`src/design/debug_mem_pkg.sv`:
```
// Constants and types shared by the debug memory write block.
package debug_mem_pkg;

   // ----------------------------------------------------------------
   // Command codes
   // ----------------------------------------------------------------
   localparam logic [7:0] CMD_WRITE_B = 8'h11;
   localparam logic [7:0] CMD_WRITE_W = 8'h15;
   localparam logic [7:0] CMD_WRITE_L = 8'h19;
   localparam logic [7:0] CMD_WRITE_WS_B = 8'h13;
   localparam logic [7:0] CMD_WRITE_WS_W = 8'h17;
   localparam logic [7:0] CMD_WRITE_WS_L = 8'h1B;
   localparam logic [7:0] CMD_FILL_B = 8'h12;
   localparam logic [7:0] CMD_FILL_W = 8'h16;
   localparam logic [7:0] CMD_FILL_L = 8'h1A;

   // ----------------------------------------------------------------
   // Widths and counts
   // ----------------------------------------------------------------
   localparam int BYTE_W = 8;
   localparam int ADDR_W = 24;
   localparam int DATA_W = 32;
   localparam int LANES = 4;
   localparam int FIFO_DEPTH = 16;
   localparam logic [1:0] ADDR_LAST_BYTE = 2'h2;
   localparam logic [1:0] LOW_ZERO = 2'h0;
   localparam logic [1:0] WORD_MISALIGNED_LOW = 2'h3;
   localparam logic [1:0] WORD_REALIGNED_LOW = 2'h2;

   typedef enum logic [1:0] {
      SIZE_B = 2'h0,
      SIZE_W = 2'h1,
      SIZE_L = 2'h2
   } size_t;

   // Number of bytes that an access of the given size moves.
   function automatic logic [2:0] size_bytes(input size_t s);
      case (s)
         SIZE_B: size_bytes = 3'h1;
         SIZE_W: size_bytes = 3'h2;
         default: size_bytes = 3'h4;
      endcase
   endfunction

endpackage

```
`src/design/lane_map_if.sv`:
```
// Carrier between the command engine and the byte lane mapper.
`timescale 1ns/1ps
interface lane_map_if;
   import debug_mem_pkg::*;
   size_t size;
   logic [1:0] low;
   logic [31:0] data;
   logic [31:0] lanes;
   logic [3:0] be;
   logic [1:0] eff_low;
   modport requester (output size, output low, output data,
                      input lanes, input be, input eff_low);
   modport mapper (input size, input low, input data,
                   output lanes, output be, output eff_low);
endinterface

```
`src/design/debug_mem_write.sv`:
```
// Debug link memory write engine: command decode, lane mapping, fill addressing.
`timescale 1ns/1ps
// Operation
// RL1 - Command 0x11 writes a byte, 0x15 a word, 0x19 a longword.
// RL2 - Three address bytes follow the command, most significant first.
// RL3 - Data bytes follow the address, most significant first, one/two/four.
// RL4 - With-status variant returns the status low byte sampled after the write.
// RL5 - Host waits a delay after the last data byte before reading status.
// RL6 - If enabled, an acknowledge pulse follows write completion or abort.
// RL7 - Longword access zeroes address bits [1:0] and fills all four lanes.
// RL8 - Word access uses two lanes from its offset; offset 11 realigns to 10.
// RL9 - Byte access drives only the lane chosen by address bits [1:0].
// RL10 - Fill address is previous address plus previous access size.
// RL11 - After misaligned longword, fill continues at next 4-byte field.
// RL12 - After realigned word, the original address is incremented.
// RL13 - Word after realigned word continues from it; bytes may repeat.
// RL14 - Stop with debug enabled and clock select set keeps all clocks.
// RL15 - Stop with debug enabled, select clear: only debug serial clock runs.
// RL16 - PC sample gives next instruction address, or the written PC value.
module debug_mem_write #(
   parameter int FIFO_WORDS = debug_mem_pkg::FIFO_DEPTH
) (
   input wire logic clk,
   input wire logic nrst,
   input wire logic link_valid,
   input wire logic [7:0] link_data,
   output logic link_ready,
   output logic status_valid,
   output logic [7:0] status_data,
   input wire logic status_ready,
   input wire logic ack_enable,
   output logic ack_pulse,
   output logic bus_req,
   output logic [debug_mem_pkg::ADDR_W-1:0] bus_addr,
   output logic [debug_mem_pkg::DATA_W-1:0] bus_wdata,
   output logic [3:0] bus_be,
   input wire logic bus_done,
   input wire logic bus_abort,
   input wire logic [7:0] debug_status_low_byte,
   input wire logic stop_mode,
   input wire logic debug_enable,
   input wire logic clocks_in_stop_select,
   output logic debug_serial_interface_clock_en,
   output logic bus_clock_en,
   output logic core_clock_en,
   input wire logic active_debug_mode,
   input wire logic [debug_mem_pkg::ADDR_W-1:0] next_pc,
   input wire logic pc_write,
   input wire logic [debug_mem_pkg::ADDR_W-1:0] pc_write_value,
   output logic [debug_mem_pkg::ADDR_W-1:0] pc_sample
);
   import debug_mem_pkg::*;

   typedef enum logic [5:0] {
      ST_IDLE = 6'h01,
      ST_ADDR = 6'h02,
      ST_DATA = 6'h04,
      ST_BUS = 6'h08,
      ST_SETTLE = 6'h10,
      ST_STATUS = 6'h20
   } state_t;

   state_t state;
   size_t size;
   size_t prev_size;
   logic with_status;
   logic [1:0] count;
   logic [ADDR_W-1:0] addr;
   logic [ADDR_W-1:0] prev_base;
   logic [ADDR_W-1:0] next_fill_addr;
   logic [DATA_W-1:0] data;
   logic [7:0] rx_byte;
   logic rx_valid;
   logic rx_ready;
   logic rx_take;
   logic bus_end;
   logic is_write;
   logic is_write_ws;
   logic is_fill;
   size_t cmd_size;

   lane_map_if lm ();

   // ----------------------------------------------------------------
   // Inbound byte buffer
   // ----------------------------------------------------------------
   // Drained only while collecting bytes, so a host outrunning the bus stalls here.
   byte_fifo #(.WIDTH(BYTE_W), .DEPTH(FIFO_WORDS)) u_fifo (
      .clk(clk),
      .nrst(nrst),
      .in_valid(link_valid),
      .in_data(link_data),
      .in_ready(link_ready),
      .out_valid(rx_valid),
      .out_data(rx_byte),
      .out_ready(rx_ready)
   );

   byte_lane_mapper u_map (
      .lm(lm)
   );

   assign rx_ready = (state == ST_IDLE) || (state == ST_ADDR) || (state == ST_DATA);
   assign rx_take = rx_valid && rx_ready;
   assign bus_end = bus_done || bus_abort;
   assign lm.size = size;
   assign lm.low = addr[1:0];
   assign lm.data = data;

   // ----------------------------------------------------------------
   // Command decode
   // ----------------------------------------------------------------
   always_comb begin
      is_write = 1'b0;
      is_write_ws = 1'b0;
      is_fill = 1'b0;
      cmd_size = SIZE_B;
      case (rx_byte)
         CMD_WRITE_B: is_write = 1'b1; // [RL1]
         CMD_WRITE_W: begin
            is_write = 1'b1;
            cmd_size = SIZE_W;
         end
         CMD_WRITE_L: begin
            is_write = 1'b1;
            cmd_size = SIZE_L;
         end
         CMD_WRITE_WS_B: is_write_ws = 1'b1;
         CMD_WRITE_WS_W: begin
            is_write_ws = 1'b1;
            cmd_size = SIZE_W;
         end
         CMD_WRITE_WS_L: begin
            is_write_ws = 1'b1;
            cmd_size = SIZE_L;
         end
         CMD_FILL_B: is_fill = 1'b1;
         CMD_FILL_W: begin
            is_fill = 1'b1;
            cmd_size = SIZE_W;
         end
         CMD_FILL_L: begin
            is_fill = 1'b1;
            cmd_size = SIZE_L;
         end
         default: is_write = 1'b0;
      endcase
   end

   // Base holds the zeroed or original address. [RL10] [RL11] [RL13]
   assign next_fill_addr = prev_base + {{(ADDR_W-3){1'b0}}, size_bytes(prev_size)};

   // ----------------------------------------------------------------
   // Sequencer
   // ----------------------------------------------------------------
   always_ff @(posedge clk or negedge nrst) begin
      if (!nrst) begin
         state <= ST_IDLE;
         size <= SIZE_B;
         with_status <= 1'b0;
         count <= 2'h0;
         addr <= '0;
         data <= '0;
      end else begin
         case (state)
            ST_IDLE: begin
               if (rx_take && (is_write || is_write_ws)) begin
                  size <= cmd_size; // [RL1]
                  with_status <= is_write_ws;
                  count <= 2'h0;
                  data <= '0;
                  state <= ST_ADDR;
               end else if (rx_take && is_fill) begin
                  size <= cmd_size;
                  with_status <= 1'b0;
                  addr <= next_fill_addr; // [RL10]
                  count <= 2'h0;
                  data <= '0;
                  state <= ST_DATA;
               end
            end
            ST_ADDR: begin
               if (rx_take) begin
                  addr <= {addr[ADDR_W-BYTE_W-1:0], rx_byte}; // [RL2]
                  count <= count + 2'h1;
                  if (count == ADDR_LAST_BYTE) begin
                     count <= 2'h0;
                     state <= ST_DATA;
                  end
               end
            end
            ST_DATA: begin
               if (rx_take) begin
                  data <= {data[DATA_W-BYTE_W-1:0], rx_byte}; // [RL3]
                  count <= count + 2'h1;
                  if ({1'b0, count} == (size_bytes(size) - 3'h1)) begin
                     count <= 2'h0;
                     state <= ST_BUS;
                  end
               end
            end
            ST_BUS: begin
               if (bus_end) begin
                  state <= with_status ? ST_SETTLE : ST_IDLE;
               end
            end
            ST_SETTLE: state <= ST_STATUS;
            ST_STATUS: begin
               if (status_ready) begin
                  state <= ST_IDLE;
               end
            end
            default: state <= ST_IDLE;
         endcase
      end
   end

   // ----------------------------------------------------------------
   // Internal bus request
   // ----------------------------------------------------------------
   always_ff @(posedge clk or negedge nrst) begin
      if (!nrst) begin
         bus_req <= 1'b0;
         bus_addr <= '0;
         bus_wdata <= '0;
         bus_be <= 4'h0;
      end else if ((state == ST_DATA) && rx_take
                   && ({1'b0, count} == (size_bytes(size) - 3'h1))) begin
         // Lanes load on the next cycle, after the last byte shifts in.
         bus_req <= 1'b1;
      end else if (state == ST_BUS) begin
         if (bus_end) begin
            bus_req <= 1'b0;
         end else begin
            bus_addr <= {addr[ADDR_W-1:2], lm.eff_low}; // [RL7] [RL8]
            bus_wdata <= lm.lanes; // [RL9]
            bus_be <= lm.be;
         end
      end
   end

   // ----------------------------------------------------------------
   // Fill address history
   // ----------------------------------------------------------------
   always_ff @(posedge clk or negedge nrst) begin
      if (!nrst) begin
         prev_base <= '0;
         prev_size <= SIZE_B;
      end else if ((state == ST_BUS) && bus_end) begin
         prev_size <= size;
         // Longwords restart at the zeroed field; words keep the given address. [RL11] [RL12]
         prev_base <= (size == SIZE_L) ? {addr[ADDR_W-1:2], LOW_ZERO} : addr;
      end
   end

   // ----------------------------------------------------------------
   // Acknowledge and status return
   // ----------------------------------------------------------------
   always_ff @(posedge clk or negedge nrst) begin
      if (!nrst) begin
         ack_pulse <= 1'b0;
      end else begin
         ack_pulse <= (state == ST_BUS) && bus_end && ack_enable; // [RL6]
      end
   end

   always_ff @(posedge clk or negedge nrst) begin
      if (!nrst) begin
         status_valid <= 1'b0;
         status_data <= 8'h00;
      end else if (state == ST_SETTLE) begin
         // Sampled one cycle after completion so the byte shows the write. [RL4]
         status_valid <= 1'b1;
         status_data <= debug_status_low_byte;
      end else if ((state == ST_STATUS) && status_ready) begin
         status_valid <= 1'b0; // [RL5]
      end
   end

   // ----------------------------------------------------------------
   // Stop mode clock gating
   // ----------------------------------------------------------------
   always_ff @(posedge clk or negedge nrst) begin
      if (!nrst) begin
         debug_serial_interface_clock_en <= 1'b1;
         bus_clock_en <= 1'b1;
         core_clock_en <= 1'b1;
      end else if (stop_mode) begin
         debug_serial_interface_clock_en <= debug_enable; // [RL15]
         bus_clock_en <= debug_enable && clocks_in_stop_select; // [RL14]
         core_clock_en <= debug_enable && clocks_in_stop_select; // [RL14]
      end else begin
         debug_serial_interface_clock_en <= 1'b1;
         bus_clock_en <= 1'b1;
         core_clock_en <= 1'b1;
      end
   end

   // ----------------------------------------------------------------
   // Program counter sample
   // ----------------------------------------------------------------
   always_ff @(posedge clk or negedge nrst) begin
      if (!nrst) begin
         pc_sample <= '0;
      end else if (pc_write) begin
         pc_sample <= pc_write_value; // [RL16]
      end else if (!active_debug_mode) begin
         pc_sample <= next_pc; // [RL16]
      end
   end
endmodule // debug_mem_write

```
`src/design/byte_fifo.sv`:
```
// Parameterised valid/ready FIFO held in flip-flops.
`timescale 1ns/1ps
module byte_fifo #(
   parameter int WIDTH = 8,
   parameter int DEPTH = 16
) (
   input wire logic clk,
   input wire logic nrst,
   input wire logic in_valid,
   input wire logic [WIDTH-1:0] in_data,
   output logic in_ready,
   output logic out_valid,
   output logic [WIDTH-1:0] out_data,
   input wire logic out_ready
);
   localparam int PW = $clog2(DEPTH);

   logic [WIDTH-1:0] mem [DEPTH];
   logic [PW-1:0] wr_ptr;
   logic [PW-1:0] rd_ptr;
   logic [PW:0] count;
   logic push;
   logic pop;

   assign in_ready = (count != (PW+1)'(DEPTH));
   assign out_valid = (count != '0);
   assign out_data = mem[rd_ptr];
   assign push = in_valid && in_ready;
   assign pop = out_valid && out_ready;

   always_ff @(posedge clk) begin
      if (push) begin
         mem[wr_ptr] <= in_data;
      end
   end

   always_ff @(posedge clk or negedge nrst) begin
      if (!nrst) begin
         wr_ptr <= '0;
         rd_ptr <= '0;
         count <= '0;
      end else begin
         if (push) begin
            wr_ptr <= (wr_ptr == PW'(DEPTH - 1)) ? '0 : wr_ptr + 1'b1;
         end
         if (pop) begin
            rd_ptr <= (rd_ptr == PW'(DEPTH - 1)) ? '0 : rd_ptr + 1'b1;
         end
         if (push && !pop) begin
            count <= count + 1'b1;
         end else if (pop && !push) begin
            count <= count - 1'b1;
         end
      end
   end
endmodule // byte_fifo

```
`src/design/byte_lane_mapper.sv`:
```
// Places write data on the byte lanes of the internal bus.
`timescale 1ns/1ps
module byte_lane_mapper (
   lane_map_if.mapper lm
);
   import debug_mem_pkg::*;

   logic [1:0] first;
   logic [2:0] nbytes;
   logic [31:0] src;

   always_comb begin
      nbytes = size_bytes(lm.size);
      case (lm.size)
         SIZE_L: begin
            first = LOW_ZERO; // [RL7]
            src = lm.data;
         end
         SIZE_W: begin
            // Keeps a misaligned word inside one 4-byte field. [RL8]
            first = (lm.low == WORD_MISALIGNED_LOW) ? WORD_REALIGNED_LOW : lm.low;
            src = {lm.data[15:0], 16'h0000};
         end
         default: begin
            first = lm.low; // [RL9]
            src = {lm.data[7:0], 24'h000000};
         end
      endcase
      lm.eff_low = first;
      lm.lanes = 32'h00000000;
      lm.be = 4'h0;
      // Lane 00 is the most significant byte of the bus word.
      for (int i = 0; i < LANES; i++) begin
         if ((3'(i) >= {1'b0, first}) && (3'(i) < ({1'b0, first} + nbytes))) begin
            lm.be[LANES-1-i] = 1'b1;
            lm.lanes[(LANES-1-i)*BYTE_W +: BYTE_W] =
               src[(LANES-1-(i-int'(first)))*BYTE_W +: BYTE_W];
         end
      end
   end
endmodule // byte_lane_mapper

```
`config.mk`:
```
export PLATFORM = sky130hd
export DESIGN_NAME = debug_mem_write
export DESIGN_NICKNAME = d
export VERILOG_FILES = /design/src/design/debug_mem_pkg.sv /design/src/design/lane_map_if.sv /design/src/design/debug_mem_write.sv /design/src/design/byte_fifo.sv /design/src/design/byte_lane_mapper.sv
export SDC_FILE = /design/constraint.sdc
export NUM_CORES = 1
export LEC_CHECK = 0
export BUFFER_PORTS_ARGS = -buffer_cell sky130_fd_sc_hd__buf_4
export CAP_MARGIN = 20
export CORE_ASPECT_RATIO = 1.75
export CORE_MARGIN = 4
export CORE_UTILIZATION = 63
export CTS_BUF_LIST = sky130_fd_sc_hd__clkbuf_4 sky130_fd_sc_hd__clkbuf_8 sky130_fd_sc_hd__clkbuf_16
export CTS_CLUSTER_SIZE = 40
export DETAILED_ROUTE_END_ITERATION = 6
export PLACE_DENSITY = 0.85
export SYNTH_ARGS = -nofsm -noshare
export SYNTH_HDL_FRONTEND = slang
export SYNTH_SLANG_ARGS = --single-unit
```
`constraint.sdc`:
```
create_clock -name clk -period 6.1 [get_ports clk]
set_input_delay 1.22 -clock clk [delete_from_list [all_inputs] [get_ports clk]]
set_output_delay 1.22 -clock clk [all_outputs]
set_load 0.02 [all_outputs]
```
==> results.toml <==
[status]
run_status = "completed"

[global_routing]
grt_max_degree = 178
grt_use_met3_pct = 3.004
use_met1_pct = 29.77
grt-ovfl-total = 0
met2_usage_pct = 49.64
grt.busiest_layer = "met2"
antenna_found_initial = 0
grt_first_pass_wirelength_mm = 55.32
grt_pass1_vias = 10423
grt_usage_pct = 26.20

[die]
rows = 74
dieArea_um2 = 26330
die_h_um = 211.7
start_util_pct = 64.00
die_width_um = 124.4
ios = 175
core-area_um2 = 23330

[sta]
slew_viol_final = 0
tightestPinTransition_ps = 984.2
max_freq_ghz = 0.2368
min_period_ps = 4223
finalSetupViolCount = 0
hold_violations = 0
max_slew_margin_pct = 34.39
fin_skew_ps = 19.64
setup_slack_ps = 1877
rsz0062_at_grt = "no"
fin_setup_tns_ps = 0
period_share_pct = 69.22

[cts]
cts_root_buffer = "clkbuf_16"
htree_levels = 1
cts_resized = 0
tritoncts = "done"
clk_latency_ps = 560
cts-buffers-inserted = 28
numClockSinks = 331
clk_pin_slew_ps = 70
cts.path.max_buffers = 3
postCtsSetupRepairBufs = 0
cts_hold_buf = 0

[synth]
yosys.area_share.simple_pct = 10.12
synth_xor_area_share_pct = 1.877
synth-compound-area-share_pct = 11.43
synth_top_area_share_pct = 33.52
yosysMostFrequentCell = "nand2_1"
synth_area_leaders = "dfrtp_1, edfxtp_1, nand2_1"
yosys_most_used_dff = "dfrtp_1"
synth_top_family_by_area = "multiplexers"
synth-seq-cells = 331
synthAdderAreaFrac_pct = 2.413
async_flop_share_pct = 61.33
synthTopCellsByCount = "nand2_1, dfrtp_1, edfxtp_1"
yosysUniqueCellTypes = 60
synth_mux_area_share_pct = 11.51
syn_area_um2 = 14930
synth_edf_count = 128
synth_cells = 1223
avgSynthCellArea_um2 = 12.21
yosysWarnings = 0
syn-num-nets = 1326
yosysSeqAreaShare_pct = 59.79
netlist.top_cell.by_area = "dfrtp_1"

[route]
drc = 0
ant_nets = 0
vias = 10360
vias_per_cell = 6.094
avgRoutedWirePerCell_um = 20.32
routed_wl_mm = 34.55
dr.pass1.iters = 6
drt_iter0_drc = 851

[final_layout]
antennaDiodeCount = 0
drive_above_1_share_pct = 22.42
area_growth_pct = 16.84
nets = 1478

[hold_path]
hold_depth = 2
hold_start = "bus_addr[20]$_DFFE_PN0P_"
min_to = "bus_addr[20]$_DFFE_PN0P_"
hold_path.class = "reg2reg"

[worst_setup_path]
crit_fanout = 24
slowest_stage = "o21a_1"
rr_endpoint = "addr[20]$_DFFE_PN0P_"
cp-start-kind = "flop"
rrSetupSlack_ps = 1880
worstSetupPathType = "reg2reg"
critical_path_arrival_ps = 4650
reg2reg_depth = 8
required_ps = 6530
cp-end-kind = "flop"
crit_chain = "nor2b_1 > a221oi_1 > o21ai_0 > nand2_1 > a2111oi_4 > buf_4 > o21a_1 > mux2_1"
max_stage_delay_ps = 770
timing.rr.start = "u_fifo.rd_ptr[1]$_DFFE_PN0P_"

[run]
cap_viol_max_count = 0

[power_and_ir_drop]
ir_worst_vdd_mv = 0.2958
leakage_nw = 7.522
p_per_area_nw_per_um2 = 410.3

[place]
gp_congestion = 0.8753
hpwl_mm = 24.22
portBuffers = 174
place_ws_ps = 1965
[worst max path at each step]
| stage | from | endpoint | slack [ps] | depth (start not counted) |
|---|---|---|---|---|
| after detailed placement | u_fifo.rd_ptr[0]$_DFFE_PN0P_ | addr[20]$_DFFE_PN0P_ | 1970 | 8 |
| after global placement | u_fifo.rd_ptr[0]$_DFFE_PN0P_ | addr[16]$_DFFE_PN0P_ | 1990 | 8 |
| after global routing | u_fifo.rd_ptr[0]$_DFFE_PN0P_ | addr[20]$_DFFE_PN0P_ | 1600 | 8 |
| after floorplan | lm.size[1]$_DFFE_PN0P_ | bus_wdata[10]$_DFFE_PN0P_ | 2780 | 17 |
| final | u_fifo.rd_ptr[1]$_DFFE_PN0P_ | addr[20]$_DFFE_PN0P_ | 1880 | 8 |
| after CTS | u_fifo.rd_ptr[0]$_DFFE_PN0P_ | addr[20]$_DFFE_PN0P_ | 1920 | 8 |
[state kept, by name, indices dropped and copies added (netlist names), 2 cells and up]
name,count
state,6
lm.size,2
addr,24
u_fifo.rd_ptr,4
status_data,8
u_fifo.wr_ptr,4
bus_be,4
u_fifo.mem,128
bus_wdata,32
prev_size,2
prev_base,24
pc_sample,24
count,2
u_fifo.count,5
data,32
bus_addr,24
[metal layers]
layer	share of wire [%]	up-vias
li1	-	4742
met4	4.2	0
met2	56	376
met3	4.6	109
met5	0	-
met1	35	5133
[cells in the final DEF, fill, tap and decap left out, types with 7 or more instances in the layout]
master / count
nand2b_1: 7
a22oi_1: 14
nand3b_1: 8
edfxtp_1: 128
ha_1: 24
mux2_1: 11
a22o_1: 50
mux2_2: 33
a31oi_1: 17
nor3_1: 7
dfrtp_1: 199
nand2_1: 205
mux2i_1: 66
o21ai_0: 95
o22a_1: 15
a221oi_1: 8
nor2_1: 54
mux4_2: 25
o22ai_1: 9
clkbuf_16: 30
nand3_1: 19
a21oi_1: 28
buf_4: 191
xor2_1: 18
xnor2_1: 14
inv_1: 23
[per-stage QoR]
| step | cells | util, % | power (mW) | instance area (um^2) | hold slack [ps] |
|---|---|---|---|---|---|
| after floorplan | 1223 | - | 4.625 | 14930 | 448.0 |
| after global placement | 1648 | 70.55 | 5.199 | 16460 | 460.6 |
| after detailed placement | 1648 | 70.55 | 5.288 | 16460 | 463.6 |
| after CTS | 1699 | 74.71 | 7.165 | 17430 | 479.9 |
| after global routing | 1700 | 74.77 | 7.529 | 17450 | 507.7 |
| final | 1700 | 74.77 | 7.158 | 17450 | 474.5 |
[kinds of logic (layout without fill, tap and decap cells)]
family / Yosys count / after routing
xor gates and xnor gates: 32 / 32
muxes: 135 / 135
buffers and inverters: 96 / 269
and+or+nand+nor: 346 / 346
AOI/OAI and AO/OA: 256 / 256
DFF: 331 / 331
adders and majority gates: 27 / 27
[worst max-delay path: cells and delay by family (launching register included)]
kind                   cells  cell delay, ps
muxes                      1             400
buffers and inverters      1             280
AOI/OAI and AO/OA          4            1830
DFF                        1             670
and+or+nand+nor            2             900
[final cells by class]
class | count | area, um^2
flip-flops and latches | 331 | 8929
well taps | 304 | 380.4
fillers | 1569 | 5886
repair buffers | 194 | 1483
multi-input cells | 796 | 5594
clock inverters | 13 | 141.4
clock buffers | 38 | 829.5
inverters | 24 | 90.09
[power by group]
group / total [mW] / switching [mW] / leakage [nW] / internal, mW
combinational: 2.26 / 1.29 / 3.20 / 0.968
clock: 1.86 / 0.782 / 0.477 / 1.08
sequential: 3.04 / 0.380 / 3.84 / 2.66
total: 7.16 / 2.45 / 7.52 / 4.71
Note: power is estimated with default switching activity, not from simulation.
